===== src/bmd_pkg.sv =====
// Purpose: Shared constants and types for the boot memory select and address decoder
// Assumes: 32-bit system addresses, 16 banks of 256 Mbytes
// Notes: Reset values of the static memory boot setup live here
package bmd_pkg;
    localparam int ADDR_W = 32;
    localparam int EXT_ADDR_W = 26;
    localparam int EXT_DATA_W = 32;
    localparam int NUM_CS = 8;
    localparam int BANK_MSB = 31;
    localparam int BANK_LSB = 28;
    localparam logic [3:0] BANK_INT = 4'h0;
    localparam logic [3:0] BANK_EXT_FIRST = 4'h1;
    localparam logic [3:0] BANK_EXT_LAST = 4'h7;
    localparam logic [3:0] BANK_PERIPH = 4'hf;
    localparam logic [31:0] BOOT_AREA_LAST = 32'h000f_ffff;
    localparam logic [3:0] CS_SDRAM_CAPABLE = 4'h1;
    localparam logic [3:0] CS_NAND_CAPABLE = 4'h3;
    localparam logic [3:0] CS_CARD_FIRST = 4'h4;
    localparam logic [3:0] CS_CARD_LAST = 4'h5;
    localparam logic BOOT_SEL_ROM = 1'b1;
    localparam logic SMEM_BYTE_SEL_RST = 1'b1;
    localparam logic [1:0] SMEM_WIDTH_8 = 2'h0;
    localparam logic [1:0] SMEM_WIDTH_16 = 2'h1;
    localparam logic [1:0] SMEM_WIDTH_32 = 2'h2;
    localparam logic [1:0] SMEM_WIDTH_RST = SMEM_WIDTH_16;
    localparam logic SMEM_RW_BY_CS_RST = 1'b1;
    localparam logic SLOW_BOOT_RST = 1'b1;

    typedef enum logic [2:0] {
        TGT_NONE,
        TGT_ROM,
        TGT_SRAM0,
        TGT_INTMEM,
        TGT_EXT,
        TGT_PERIPH
    } bmd_tgt_e;
endpackage : bmd_pkg


===== src/bmd_decoder.sv =====
// Purpose: Boot memory selection and first-level address decode toward memory slaves
// Assumes: One request at a time, answered one cycle after it is taken
// Notes: Requests are refused (ready low) until the boot strap has been captured
`timescale 1ns/1ps
module bmd_decoder #(
    parameter int NUM_CS_P = bmd_pkg::NUM_CS,
    parameter int EXT_ADDR_W_P = bmd_pkg::EXT_ADDR_W
) (
    input wire logic ref_clk_i,
    input wire logic rst_i,
    input wire logic boot_select_pin_i,
    input wire logic osc_xtal_sel_i,
    input wire logic remap_i,
    input wire logic cs1_sdram_i,
    input wire logic cs3_nand_i,
    input wire logic cs45_card_i,
    input wire logic clk_switch_done_i,
    input wire logic smem_cfg_load_i,
    input wire logic smem_cfg_byte_sel_i,
    input wire logic [1:0] smem_cfg_width_i,
    input wire logic smem_cfg_rw_by_cs_i,
    input wire logic req_valid_i,
    input wire logic [bmd_pkg::ADDR_W-1:0] req_addr_i,
    input wire logic [bmd_pkg::EXT_DATA_W-1:0] req_wdata_i,
    output logic req_ready_o,
    output logic resp_valid_o,
    output logic resp_abort_o,
    output bmd_pkg::bmd_tgt_e resp_tgt_o,
    output logic [bmd_pkg::ADDR_W-1:0] resp_offset_o,
    output logic [NUM_CS_P-1:0] ext_chip_select_n_o,
    output logic [EXT_ADDR_W_P-1:0] ext_addr_o,
    output logic [bmd_pkg::EXT_DATA_W-1:0] ext_wdata_o,
    output logic ext_cs_to_sdram_o,
    output logic ext_nand_logic_o,
    output logic ext_card_logic_o,
    output logic boot_rom_o,
    output logic slow_clk_boot_o,
    output logic slow_src_xtal_o,
    output logic smem_cs0_byte_sel_o,
    output logic [1:0] smem_cs0_width_o,
    output logic smem_cs0_rw_by_cs_o
);
    import bmd_pkg::*;

    // Select decode is one-hot over exactly eight lines; pins cannot exceed a bank
    if (NUM_CS_P != 8 || EXT_ADDR_W_P < 1 || EXT_ADDR_W_P > 28) begin : g_bad_params
        $error("bmd_decoder: unsupported chip select count or address width");
    end

    function automatic logic [3:0] bank_of(input logic [ADDR_W-1:0] a);
        return a[BANK_MSB:BANK_LSB];
    endfunction : bank_of

    logic boot_rom_w;
    logic slow_xtal_w;
    logic captured_w;

    bmd_strap_latch u_strap (
        .ref_clk_i(ref_clk_i),
        .rst_i(rst_i),
        .boot_select_pin_i(boot_select_pin_i),
        .osc_xtal_sel_i(osc_xtal_sel_i),
        .boot_rom_o(boot_rom_w),
        .slow_src_xtal_o(slow_xtal_w),
        .captured_o(captured_w)
    );

    // Decode group
    logic taken;
    logic req_ready_nxt;
    logic resp_valid_nxt;
    logic resp_abort_nxt;
    bmd_tgt_e resp_tgt_nxt;
    logic [ADDR_W-1:0] resp_offset_nxt;
    logic [NUM_CS_P-1:0] cs_n_nxt;
    logic [EXT_ADDR_W_P-1:0] ext_addr_nxt;
    logic [EXT_DATA_W-1:0] ext_wdata_nxt;
    logic [3:0] bank;
    logic [3:0] cs_idx;

    assign taken = req_valid_i && req_ready_o;

    always_comb begin
        bank = bank_of(req_addr_i);
        cs_idx = 4'h0;
        req_ready_nxt = captured_w;
        resp_valid_nxt = taken;
        resp_abort_nxt = 1'b0;
        resp_tgt_nxt = TGT_NONE;
        resp_offset_nxt = '0;
        cs_n_nxt = '1;
        ext_addr_nxt = ext_addr_o;
        ext_wdata_nxt = ext_wdata_o;
        if (taken) begin
            resp_offset_nxt = {4'h0, req_addr_i[BANK_LSB-1:0]};
            if (bank == BANK_INT) begin
                if (req_addr_i <= BOOT_AREA_LAST) begin
                    if (remap_i) begin
                        resp_tgt_nxt = TGT_SRAM0;
                    end else if (boot_rom_w == BOOT_SEL_ROM) begin
                        resp_tgt_nxt = TGT_ROM;
                    end else begin
                        resp_tgt_nxt = TGT_EXT;
                        cs_n_nxt[0] = 1'b0;
                        ext_addr_nxt = req_addr_i[EXT_ADDR_W_P-1:0];
                        ext_wdata_nxt = req_wdata_i;
                    end
                end else begin
                    resp_tgt_nxt = TGT_INTMEM;
                end
            end else if (bank >= BANK_EXT_FIRST && bank <= BANK_EXT_LAST) begin
                // One 256-Mbyte bank per select; only the low 26 bits reach the pins
                cs_idx = bank - BANK_EXT_FIRST;
                resp_tgt_nxt = TGT_EXT;
                cs_n_nxt[cs_idx[2:0]] = 1'b0;
                ext_addr_nxt = req_addr_i[EXT_ADDR_W_P-1:0];
                ext_wdata_nxt = req_wdata_i;
            end else if (bank == BANK_PERIPH) begin
                resp_tgt_nxt = TGT_PERIPH;
            end else begin
                resp_abort_nxt = 1'b1;
            end
        end
    end

    always_ff @(posedge ref_clk_i or posedge rst_i) begin
        if (rst_i) begin
            req_ready_o <= 1'b0;
            resp_valid_o <= 1'b0;
            resp_abort_o <= 1'b0;
            resp_tgt_o <= TGT_NONE;
            resp_offset_o <= '0;
            ext_chip_select_n_o <= '1;
            ext_addr_o <= '0;
            ext_wdata_o <= '0;
        end else begin
            req_ready_o <= req_ready_nxt;
            resp_valid_o <= resp_valid_nxt;
            resp_abort_o <= resp_abort_nxt;
            resp_tgt_o <= resp_tgt_nxt;
            resp_offset_o <= resp_offset_nxt;
            ext_chip_select_n_o <= cs_n_nxt;
            ext_addr_o <= ext_addr_nxt;
            ext_wdata_o <= ext_wdata_nxt;
        end
    end

    // Configuration group: chip select assignment, boot clock, static memory defaults
    logic cs_sdram_nxt;
    logic nand_nxt;
    logic card_nxt;
    logic slow_boot_nxt;
    logic byte_sel_nxt;
    logic [1:0] width_nxt;
    logic rw_by_cs_nxt;

    always_comb begin
        // Selects 0, 2, 6 and 7 have no alternative owner, so no control exists for them
        cs_sdram_nxt = cs1_sdram_i;
        nand_nxt = cs3_nand_i;
        card_nxt = cs45_card_i;
        slow_boot_nxt = slow_clk_boot_o && !clk_switch_done_i;
        byte_sel_nxt = smem_cs0_byte_sel_o;
        width_nxt = smem_cs0_width_o;
        rw_by_cs_nxt = smem_cs0_rw_by_cs_o;
        // Retiming select 0 is software's job before the clock switch
        if (smem_cfg_load_i) begin
            byte_sel_nxt = smem_cfg_byte_sel_i;
            width_nxt = smem_cfg_width_i;
            rw_by_cs_nxt = smem_cfg_rw_by_cs_i;
        end
    end

    always_ff @(posedge ref_clk_i or posedge rst_i) begin
        if (rst_i) begin
            ext_cs_to_sdram_o <= 1'b0;
            ext_nand_logic_o <= 1'b0;
            ext_card_logic_o <= 1'b0;
            boot_rom_o <= 1'b0;
            slow_src_xtal_o <= 1'b0;
            slow_clk_boot_o <= SLOW_BOOT_RST;
            smem_cs0_byte_sel_o <= SMEM_BYTE_SEL_RST;
            smem_cs0_width_o <= SMEM_WIDTH_RST;
            smem_cs0_rw_by_cs_o <= SMEM_RW_BY_CS_RST;
        end else begin
            ext_cs_to_sdram_o <= cs_sdram_nxt;
            ext_nand_logic_o <= nand_nxt;
            ext_card_logic_o <= card_nxt;
            boot_rom_o <= boot_rom_w;
            slow_src_xtal_o <= slow_xtal_w;
            slow_clk_boot_o <= slow_boot_nxt;
            smem_cs0_byte_sel_o <= byte_sel_nxt;
            smem_cs0_width_o <= width_nxt;
            smem_cs0_rw_by_cs_o <= rw_by_cs_nxt;
        end
    end
endmodule : bmd_decoder


===== src/bmd_strap_latch.sv =====
// Purpose: Catch the boot-select and slow oscillator straps once after reset
// Assumes: Strap pins are steady around reset release
// Notes: Async reset loads constants only; the strap is taken on the first clock after release
`timescale 1ns/1ps
module bmd_strap_latch (
    input wire logic ref_clk_i,
    input wire logic rst_i,
    input wire logic boot_select_pin_i,
    input wire logic osc_xtal_sel_i,
    output logic boot_rom_o,
    output logic slow_src_xtal_o,
    output logic captured_o
);
    logic boot_rom_nxt;
    logic slow_src_xtal_nxt;
    logic captured_nxt;

    always_comb begin
        boot_rom_nxt = boot_rom_o;
        slow_src_xtal_nxt = slow_src_xtal_o;
        captured_nxt = 1'b1;
        // Only the first edge after release samples; later pin changes are ignored
        if (!captured_o) begin
            boot_rom_nxt = boot_select_pin_i;
            slow_src_xtal_nxt = osc_xtal_sel_i;
        end
    end

    always_ff @(posedge ref_clk_i or posedge rst_i) begin
        if (rst_i) begin
            boot_rom_o <= 1'b0;
            slow_src_xtal_o <= 1'b0;
            captured_o <= 1'b0;
        end else begin
            boot_rom_o <= boot_rom_nxt;
            slow_src_xtal_o <= slow_src_xtal_nxt;
            captured_o <= captured_nxt;
        end
    end
endmodule : bmd_strap_latch


===== config.mk =====
export PLATFORM = sky130hd
export DESIGN_NAME = bmd_decoder
export DESIGN_NICKNAME = d
export VERILOG_FILES = /design/src/bmd_pkg.sv /design/src/bmd_decoder.sv /design/src/bmd_strap_latch.sv
export SDC_FILE = /design/constraint.sdc
export NUM_CORES = 1
export LEC_CHECK = 0
export BUFFER_PORTS_ARGS = -buffer_cell sky130_fd_sc_hd__buf_2
export CORE_MARGIN = 2
export CORE_UTILIZATION = 50
export CTS_CLUSTER_DIAMETER = 40
export DETAILED_ROUTE_END_ITERATION = 7
export PLACE_DENSITY = 0.91
export SLEW_MARGIN = 40
export SYNTH_ARGS = -nofsm -noshare
export SYNTH_HDL_FRONTEND = slang
export SYNTH_SLANG_ARGS = --single-unit
export TNS_END_PERCENT = 1

===== constraint.sdc =====
create_clock -name ref_clk_i -period 5.5 [get_ports ref_clk_i]
set_input_delay 1.1 -clock ref_clk_i [delete_from_list [all_inputs] [get_ports ref_clk_i]]
set_output_delay 1.1 -clock ref_clk_i [all_outputs]
set_load 0.02 [all_outputs]

==> impl_metrics.py, run 1 <==
metrics = {
    "status": {
        "outcome": "finished clean",
    },
    "run": {
        "drv_cap": 0,
    },
    "timing": {
        "fmax_mhz": 312,
        "drv_slew": 0,
        "tns_ns": 0,
        "setup_ws_ns": 2.30,
        "relSlewSlack_pct": 57.0,
        "hold_viol_final": 0,
        "hold_ws_ns": 0.371,
        "worst_clock_skew_ns": 0.0111,
        "fin_crit_sh_pct": 58.3,
        "fin_crit_ns": 3.20,
        "rsz0062_at_grt": "false",
        "finalSetupViolCount": 0,
        "tightest_slew_ns": 0.645,
    },
    "synthesis": {
        "synth-seq-area-share_pct": 69.3,
        "synth_area_leader_cell": "dfrtp_1",
        "syn-mean-instance-area_um2": 15.6,
        "synthMuxAreaShare_pct": 17.6,
        "synth_top_area_share_pct": 61.6,
        "ys.warnings.count": 0,
        "synth-xor-area-share_pct": 0,
        "synth_compound_area_share_pct": 1.25,
        "postSynthCellCount": 263,
        "syn_area_um2": 4100,
        "synthTopCellsByArea": "dfrtp_1 62%, mux2_2 12%, dfstp_2 7.7%",
        "synthDistinctLibCells": 28,
        "synth-seq-cells": 113,
        "synth_adder_area_share_pct": 0.610,
        "synth-simple-area-share_pct": 8.05,
        "synth_top_family_by_area": "multiplexers",
    },
    "setup_path": {
        "cpPeakStageDelay_ns": 0.55,
        "crit_type": "input pin to flop",
        "r2r-end": "ext_wdata_o[0]",
        "path_buf_inv": 2,
        "crit_slowest_cell": "buf_4",
        "crit_family": "buffers and inverters",
        "start_kind": "input pin",
        "crit_fanout": 40,
        "crit_path_end_kind": "flop",
        "crit_arrival_ns": 3.57,
        "ff2ff_setup_slack_ns": 2.61,
        "worstPathRequired_ns": 5.87,
        "rr_worst_depth": 5,
        "worstPathCellList": "buf_2, nand3b_4, or3_1, o22ai_4, buf_4, mux2_2",
        "rr_startpoint": "req_ready_o",
    },
    "clocking": {
        "ctsRootBufferMaster": "clkbuf_8",
        "post_cts_buffers": 0,
        "hold_buffers": 0,
        "cts_made_buffers": 17,
        "cts_resized": 0,
        "cts_buffer_depth": 2,
        "htreeDepth": 4,
        "path_clk_slew_ns": 0.05,
        "clock_sinks": 113,
        "clk_latency_ns": 0.49,
        "cts_tree": "done",
    },
    "global_route": {
        "use_met2_pct": 36.1,
        "grtUsageTotal_pct": 21.2,
        "top_usage_layer": "met2",
        "use_met1_pct": 24.0,
        "antenna_found_initial": 0,
        "grt_remaining_overflow": 0,
        "use_met3_pct": 7.74,
        "grt_pass1_vias": 2923,
        "grt_max_degree": 70,
        "grt_pass1_wl_um": 14100,
    },
    "drt": {
        "ant_nets": 0,
        "drt_wl_total_um": 9180,
        "dr.pass1.iters": 4,
        "vias": 2891,
        "drc_errors": 0,
        "wl_per_cell_um": 15.9,
        "first_iter_violations": 63,
        "vias_per_cell": 5.01,
    },
    "place": {
        "io_buffers": 188,
        "place.gp.congestion": 0.809,
        "hpwlAfterDp_um": 6460,
        "placed_cells": 545,
        "pre_cts_ws_ns": 1.76,
        "post_dp_cell_area_um2": 5100,
    },
    "pwr": {
        "netSwitchingPower_mw": 0.658,
        "fin_total_pwr_mw": 2.57,
        "p_sw_share_pct": 25.6,
        "pwr-share-comb_pct": 16.1,
        "powerDensity_nw_per_um2": 447,
        "p_int_mw": 1.91,
        "vdd_drop_max_mv": 0.293,
        "p_leak_nw": 3.00,
        "seqPwrFrac_pct": 38.9,
        "power_frac_clock_pct": 45.1,
    },
    "floorplanning": {
        "io_pins": 193,
        "start_util_pct": 50.7,
        "dieArea_um2": 8940,
        "die_w_um": 94.6,
        "core_um2": 8090,
        "rows": 33,
        "die_h_um": 94.6,
    },
    "cells_and_area": {
        "fill_cells": 595,
        "final_nets": 540,
        "final_cell_area_um2": 5740,
        "layout-drive-gt1-share_pct": 59.1,
        "diodes": 0,
        "syn_to_final_growth_pct": 39.9,
        "layoutNonFillerInstCount": 577,
        "final_util_pct": 70.9,
    },
    "hold_path": {
        "min-delay-start": "u_strap.slow_src_xtal_o",
        "whs_path_depth": 0,
        "hold_path_class": "flop to flop",
        "hold_end": "slow_src_xtal_o",
    },
}
-- how the worst max path moves through the flow --
stage,startpoint,end,depth (start not counted)
global placement,req_valid_i,ext_wdata_o[30],6
finish,req_valid_i,ext_wdata_o[0],6
detailed placement,req_valid_i,ext_wdata_o[0],6
floorplan,rst_i,boot_rom_o,1
global route,req_valid_i,ext_addr_o[24],6
CTS,req_valid_i,ext_wdata_o[0],6
-- kinds of logic after synthesis --
kind of cell	after synthesis
adder cells (fa/ha/maj)	2
flip-flops	113
AND/OR/NAND/NOR	56
other	2
AO/OA/AOI/OAI	6
buffers and inverters	20
multiplexers	64
-- cells in the final DEF, fill, tap and decap left out, types with 5 or more instances in the layout --
cell / instances
dfstp_2: 12
and3_1: 29
bufinv_16: 5
buf_2: 188
dfrtp_1: 100
mux2_2: 44
nand2_1: 9
clkbuf_16: 16
mux2_1: 20
conb_1: 5
nor2b_1: 5
-- registers in the layout, summed over array words and instances (netlist names), 2 cells and up --
register,cells
smem_cs0_width_o,2
resp_offset_o,28
ext_chip_select_n_o,8
resp_tgt_o,3
ext_addr_o,26
ext_wdata_o,32
-- cells in the mapped netlist (all sizes together) --
master / n
nand3: 1
o211a: 1
clkbuf: 6
nor4: 2
dfstp: 12
mux2: 64
nand3b: 1
dfrtp: 101
conb: 2
and3: 29
buf: 10
a32oi: 1
o22ai: 1
inv: 4
ha: 2
and2: 1
nand2: 9
nor3: 2
or3: 1
nor2b: 5
o31ai: 1
a21oi: 1
nand4: 1
nand2b: 1
o21a: 1
nor2: 3
-- layout make-up --
class                   instances  area, µm²  area share [%]
flip-flops and latches        113       2840            49.6
well taps                     105        131            2.29
inverters                       4       20.0           0.349
clock inverters                10        181            3.16
clock buffers                  22        453            7.89
multi-input cells             133       1150            20.1
repair buffers                190        956            16.7
-- power groups by stage --
stage | Sequential (mW) | Clock, mW | Combinational (mW)
after global placement | 1.00 | 0 | 0.404
after detailed placement | 1.01 | 0 | 0.416
after floorplan | 1.14 | 0 | 0.120
after global routing | 1.01 | 1.22 | 0.444
after CTS | 0.999 | 1.18 | 0.418
final | 0.998 | 1.16 | 0.413
-- layer usage --
metal  wire (µm)  part of all wire (%)
met1        3460                    38
met2        4760                    52
met3         739                   8.1
met4         216                   2.4
met5           0                     0
No activity file was read; power rests on OpenSTA's default activity.
==> run 2: changes to the inputs <==
- ABC_AREA: not set -> 1
- CORE_UTILIZATION: 50 -> 42
- PLACE_DENSITY: 0.91 -> 0.81
- clock period: 5.5 -> 2.6 ns (I/O delays scaled with it)
==> run 2 against run 1 <==
Die area is 23% higher. Routed wire length increased by 15%. Non-clock buffer count increased by 5. Worst setup slack worse by 1.4 ns. First-iteration DRC count increased by 65%. Clock skew is 0.00093 ns lower. Cell area up 3.2%. Sequential power rose by 110%. Combinational power grew 92%. Clock-buffer cell count down 3. Sequential share of layout area decreased by 1.6 points. Sequential cell count stayed put. Largest cell class unchanged. Highest routed layer unchanged.
==> impl_metrics.py, run 2 <==
metrics = {
    "synthesis": {
        "synthDistinctLibCells": 22,
        "synth-async-reset-ratio_pct": 100,
        "synth_area_leader_cell": "dfrtp_1",
        "syn-mean-instance-area_um2": 9.74,
        "ys.warnings.count": 0,
        "ys.flop_type": "dfrtp_1",
        "synthTopCellsByArea": "dfrtp_1 59%, nand2_1 12%, dfstp_2 7.4%",
        "synth_top_area_share_pct": 59.0,
        "syn_area_um2": 4290,
        "synth.most_common_cell": "nand2_1",
        "synth-seq-cells": 113,
        "synth_edf_count": 0,
        "postSynthCellCount": 440,
        "ys_top_cells_by_count": "132 x nand2_1, 101 x dfrtp_1, 59 x nand3_1",
        "synth-seq-area-share_pct": 66.3,
    },
    "floorplanning": {
        "io_pins": 193,
        "core_um2": 9820,
        "die_h_um": 105,
        "dieArea_um2": 11000,
        "start_util_pct": 43.6,
        "die_w_um": 105,
        "rows": 36,
    },
    "drt": {
        "wl_met1_um": 4380,
        "wl_met3_um": 716,
        "first_iter_violations": 104,
        "drt_wl_total_um": 10500,
        "ant_nets": 0,
        "vias": 3599,
        "vias_per_cell": 4.63,
        "wl_met2_um": 5180,
        "dr.pass1.iters": 4,
        "wl_per_cell_um": 13.5,
        "dr.max_layer_used": "met4",
        "drc_errors": 0,
    },
    "setup_path": {
        "cp_common_cell": "nand2_1",
        "worstPathRequired_ns": 3.05,
        "cpPeakStageDelay_ns": 0.51,
        "ff2ff_setup_slack_ns": 0.85,
        "crit_path_end_kind": "flop",
        "rr_worst_depth": 5,
        "worstPathCellList": "nand2_1, nor2_4, buf_4, nand3_1, nand2_1",
        "path_buf_inv": 1,
        "r2r-end": "ext_wdata_o[2]",
        "crit_slowest_cell": "buf_4",
        "start_kind": "flop",
        "crit_type": "flop to flop",
        "rr_startpoint": "req_ready_o",
        "crit_family": "simple AND/OR/NAND/NOR gates",
        "crit_arrival_ns": 2.20,
        "crit_fanout": 58,
    },
    "clocking": {
        "cts_tree": "done",
        "cts_buffer_depth": 2,
        "clk_latency_ns": 0.51,
        "hold_buffers": 0,
        "cts_resized": 0,
        "cts_made_buffers": 17,
        "ctsRootBufferMaster": "clkbuf_8",
        "path_clk_slew_ns": 0.06,
        "clock_sinks": 113,
        "post_cts_buffers": 0,
        "htreeDepth": 4,
    },
    "timing": {
        "finalSetupViolCount": 0,
        "fin_crit_ns": 1.75,
        "worst_clock_skew_ns": 0.0101,
        "tns_ns": 0,
        "rsz0062_at_grt": "false",
        "drv_slew": 0,
        "fmax_mhz": 570,
        "relSlewSlack_pct": 56.8,
        "tightest_slew_ns": 0.648,
        "fin_crit_sh_pct": 67.5,
        "hold_viol_final": 0,
    },
    "hold_path": {
        "hold_end": "ext_cs_to_sdram_o",
        "min-delay-start": "cs1_sdram_i",
        "hold_path_class": "input pin to flop",
        "whs_path_depth": 1,
    },
    "global_route": {
        "antenna_found_initial": 0,
        "grtUsageTotal_pct": 19.5,
        "grt_max_degree": 62,
        "grt_remaining_overflow": 0,
        "grt_pass1_vias": 3586,
        "grt_pass1_wl_um": 17000,
    },
    "place": {
        "place.gp.congestion": 0.870,
        "placed_cells": 746,
        "io_buffers": 188,
        "hpwlAfterDp_um": 7390,
    },
    "pwr": {
        "vdd_drop_max_mv": 0.371,
        "p_leak_nw": 3.44,
        "powerDensity_nw_per_um2": 867,
    },
    "cells_and_area": {
        "layoutNonFillerInstCount": 778,
        "layout_commonest_cell": "buf_2",
        "top_regs": "ext_wdata_o (32), resp_offset_o (28), ext_addr_o (26)",
        "regMostFlops": "ext_wdata_o",
        "largest_reg_flops": 32,
        "final_cell_mix": "188 x buf_2, 132 x nand2_1, 101 x dfrtp_1",
        "diodes": 0,
        "syn_to_final_growth_pct": 38.2,
        "final_nets": 713,
        "layout-drive-gt1-share_pct": 38.3,
    },
    "status": {
        "outcome": "finished clean",
    },
    "run": {
        "drv_cap": 0,
    },
}
## run 2: cell count changes in the layout (fill, tap and decap cells not counted), moves of 4 or more
cell,change
and3_1,-29
nand2_1,+123
nor2b_1,-5
clkinvlp_4,+4
nand3_1,+58
mux2_1,-20
mux2_2,-39
nor2_1,+41
inv_1,+42
## run 2: where the power goes
part | leakage, nW | internal [mW] | switching, mW
combinational | 1.75 | 0.263 | 0.531
clock | 0.280 | 1.48 | 0.804
sequential | 1.41 | 1.96 | 0.100
total | 3.44 | 3.70 | 1.44
## run 2: logic make-up (layout without fill, tap and decap cells)
kind of cell | Yosys count | after routing | share of synthesized area, %
muxes | 5 | 5 | 1.31
xor gates and xnor gates | 1 | 1 | 0.204
buffers and inverters | 71 | 273 | 7.53
and+or+nand+nor | 240 | 240 | 23.0
other | 2 | 5 | 0.175
DFF | 113 | 113 | 66.3
adders and majority gates | 2 | 2 | 0.584
AOI/OAI and AO/OA | 6 | 6 | 0.817
## run 2: stage by stage
stage	utilization (%)	total power, mW	worst slack, ns	hold slack [ns]	cell area, µm²
after floorplan	-	2.55	0.718	0.349	4300
after global placement	54.3	2.86	0.499	0.359	5330
after detailed placement	54.3	2.88	0.375	0.368	5330
after CTS	60.3	5.19	0.826	0.0868	5920
after global routing	60.3	5.36	0.649	0.0896	5920
final	60.3	5.14	0.846	0.119	5920
## run 2: how the worst max path moves through the flow
| stage | end | from | cells past startpoint |
|---|---|---|---|
| after floorplan | boot_rom_o | rst_i | 1 |
| after global placement | ext_wdata_o[7] | req_addr_i[28] | 11 |
| after detailed placement | ext_wdata_o[31] | req_addr_i[28] | 11 |
| after CTS | ext_wdata_o[2] | req_ready_o | 5 |
| after global routing | ext_wdata_o[14] | req_ready_o | 5 |
| final | ext_wdata_o[2] | req_ready_o | 5 |
## run 2: cell type report
type	count	area [µm²]
tap	133	166
clock buffer	19	432
clock inverter	13	161
sequential	113	2840
multi-input combinational	259	1140
fill	869	3890
timing repair buffer	195	1010
inverter	46	176
## run 2: routing by layer
metal	track usage, %	up-vias
met5	0	-
met2	32.3	156
met1	23.4	1695
li1	-	1725
met4	9.24	0
met3	5.86	23
==> run 3: changes to the inputs <==
- ABC_AREA: 1 -> 0
- PLACE_DENSITY: 0.81 -> 0.82
- clock period: 2.6 -> 1.5 ns (I/O delays scaled with it)
==> run 3 against run 2 <==
The run now ends with setup timing left. Register-to-register slack got worse by 1.1 ns. Hold slack got worse by 0.090 ns. Fmax decreased by 1.4%. Non-clock buffer count increased by 29. Global-route usage decreased by 0.78 points. Clock skew decreased by 0.0049 ns. Sequential cell count unchanged. Utilization increased by 4.3 points. Clock-buffer cell count increased by 4. Total power increased by 87%. Critical path depth unchanged. Die area decreased by 4.1%. Critical endpoint is now ext_wdata_o[18]. Largest power group unchanged.
==> impl_metrics.py, run 3 (synthesis gave the netlist of run 1 again) <==
metrics = {
    "status": {
        "outcome": "finished with violations",
        "failed_checks": "setup timing",
    },
    "setup_path": {
        "crit_path_end_kind": "flop",
        "cpPeakStageDelay_ns": 0.38,
        "worstPathCellList": "nand3b_4, or3_4, o22ai_4, buf_12, mux2_2",
        "crit_slowest_cell": "dfrtp_2",
        "crit_family": "simple AND/OR/NAND/NOR gates",
        "path_buf_inv": 1,
        "crit_fanout": 20,
        "worstPathRequired_ns": 1.88,
        "crit_arrival_ns": 2.16,
        "start_kind": "flop",
        "crit_type": "flop to flop",
    },
    "drt": {
        "first_iter_violations": 62,
        "vias_per_cell": 4.61,
        "drc_errors": 0,
        "drt_wl_total_um": 9790,
        "ant_nets": 0,
        "vias": 2947,
        "dr.pass1.iters": 4,
        "wl_per_cell_um": 15.3,
    },
    "cells_and_area": {
        "final_cell_area_um2": 6230,
        "final_cell_mix": "176 x buf_2, 100 x dfrtp_1, 35 x mux2_2",
        "final_nets": 574,
        "layoutNonFillerInstCount": 639,
        "final_util_pct": 64.6,
        "layout-drive-gt1-share_pct": 59.9,
        "fill_cells": 720,
        "top_regs": "ext_wdata_o (32), resp_offset_o (28), ext_addr_o (26)",
        "regMostFlops": "ext_wdata_o",
        "syn_to_final_growth_pct": 51.9,
        "diodes": 0,
        "largest_reg_flops": 32,
        "layout_commonest_cell": "buf_2",
    },
    "global_route": {
        "grt_pass1_vias": 3042,
        "grtUsageTotal_pct": 18.8,
        "antenna_found_initial": 0,
        "grt_pass1_wl_um": 14800,
        "grt_max_degree": 114,
        "grt_remaining_overflow": 0,
    },
    "place": {
        "pre_cts_ws_ns": -0.566,
        "hpwlAfterDp_um": 6450,
        "io_buffers": 188,
        "post_dp_cell_area_um2": 5310,
        "placed_cells": 589,
        "place.gp.congestion": 0.760,
    },
    "pwr": {
        "p_leak_nw": 3.23,
        "powerDensity_nw_per_um2": 1540,
        "seqPwrFrac_pct": 38.0,
        "power_frac_clock_pct": 44.5,
        "vdd_drop_max_mv": 0.677,
        "netSwitchingPower_mw": 2.45,
        "p_sw_share_pct": 25.6,
        "pwr-share-comb_pct": 17.5,
        "p_int_mw": 7.13,
    },
    "timing": {
        "fin_crit_ns": 1.78,
        "worst_clock_skew_ns": 0.00529,
        "drv_slew": 0,
        "finalSetupViolCount": 59,
        "hold_ws_ns": 0.0296,
        "rsz0062_at_grt": "true",
        "fin_crit_sh_pct": 119,
        "fmax_mhz": 562,
        "relSlewSlack_pct": 60.6,
        "tightest_slew_ns": 0.591,
        "hold_viol_final": 0,
        "setup_ws_ns": -0.278,
    },
    "floorplanning": {
        "die_w_um": 103,
        "die_h_um": 103,
        "dieArea_um2": 10600,
        "start_util_pct": 42.5,
        "io_pins": 193,
        "core_um2": 9640,
        "rows": 36,
    },
    "hold_path": {
        "hold_path_class": "input pin to flop",
    },
    "clocking": {
        "clock_sinks": 113,
        "post_cts_buffers": 0,
        "clk_latency_ns": 0.50,
        "cts_made_buffers": 17,
        "path_clk_slew_ns": 0.05,
        "cts_tree": "done",
        "htreeDepth": 4,
        "cts_buffer_depth": 2,
        "ctsRootBufferMaster": "clkbuf_8",
    },
    "run": {
        "drv_cap": 0,
    },
}
-- run 3: cell types whose count changed in the layout (fill, tap and decap cells not counted), sizes merged, moves of 3 or more --
cell | before | now
nand2 | 134 | 9
mux2 | 5 | 64
nand3 | 59 | 1
inv | 46 | 3
nor2 | 45 | 3
and3 | 0 | 29
dlygate4sd3 | 0 | 18
buf | 195 | 206
nor2b | 0 | 5
clkbuf | 19 | 23
o21ai | 3 | 0
-- run 3: worst register-to-register path: stages (launching register included) --
cell	delay, ns
dfrtp_2	0.38
nand3b_4	0.08
or3_4	0.35
o22ai_4	0.28
buf_12	0.22
mux2_2	0.36
-- run 3: power groups by stage --
stage	registers [mW]	logic, mW	clock network (mW)
final	3.64	1.67	4.27
after detailed placement	3.68	1.59	0
after global routing	3.69	1.80	4.52
after CTS	3.64	1.65	4.37
after global placement	3.66	1.55	0
after floorplan	4.16	0.441	0
-- run 3: cell type report --
class	count	area, µm²	share of cell area [%]
Timing Repair Buffer	224	1350	21.6
Clock inverter	9	150	2.41
Multi-Input combinational cell	133	1210	19.4
Tap cell	133	166	2.67
Inverter	4	18.8	0.301
Clock buffer	23	497	7.97
Sequential cell	113	2840	45.6
-- run 3: path summary, 6_finish.rpt --
check | startpoint | end | slack [ns] | depth (start not counted)
worst max-delay path | req_ready_o | ext_wdata_o[18] | -0.28 | 5
worst min-delay path | req_wdata_i[28] | ext_wdata_o[28] | 0.03 | 2
worst max register to register | req_ready_o | ext_wdata_o[18] | -0.28 | 5
worst min register to register | u_strap.slow_src_xtal_o | slow_src_xtal_o | 0.38 | 0
max in group asynchronous | rst_i | ext_addr_o[22] | 0.52 | 4
min in group asynchronous | rst_i | ext_card_logic_o | 0.52 | 4
-- run 3: layer usage --
metal  share of wire [%]  global-route usage [%]  wire, µm  up-vias
met3                 6.9                    5.56       672       17
met4                 2.0                    10.0       195        0
li1                    -                       -         -     1361
met5                   0                       0         0        -
met1                  40                    21.7      3930     1442
met2                  51                    31.5      4990      127
-- run 3: timing repair --
item,CTS,global route
hold buffers,18,0
endpoints found under the hold margin,118,0
resized for setup,14,15
endpoints found under the setup margin,68,65
-- run 3: metrics by stage --
step,total power [mW],TNS [ns]
4_1_cts,9.65,-16.33
5_1_grt,10.0,-18.33
6_report,9.58,-15.07
3_5_place_dp,5.27,-32.16
2_1_floorplan,4.60,-31.71
3_3_place_gp,5.21,-30.75
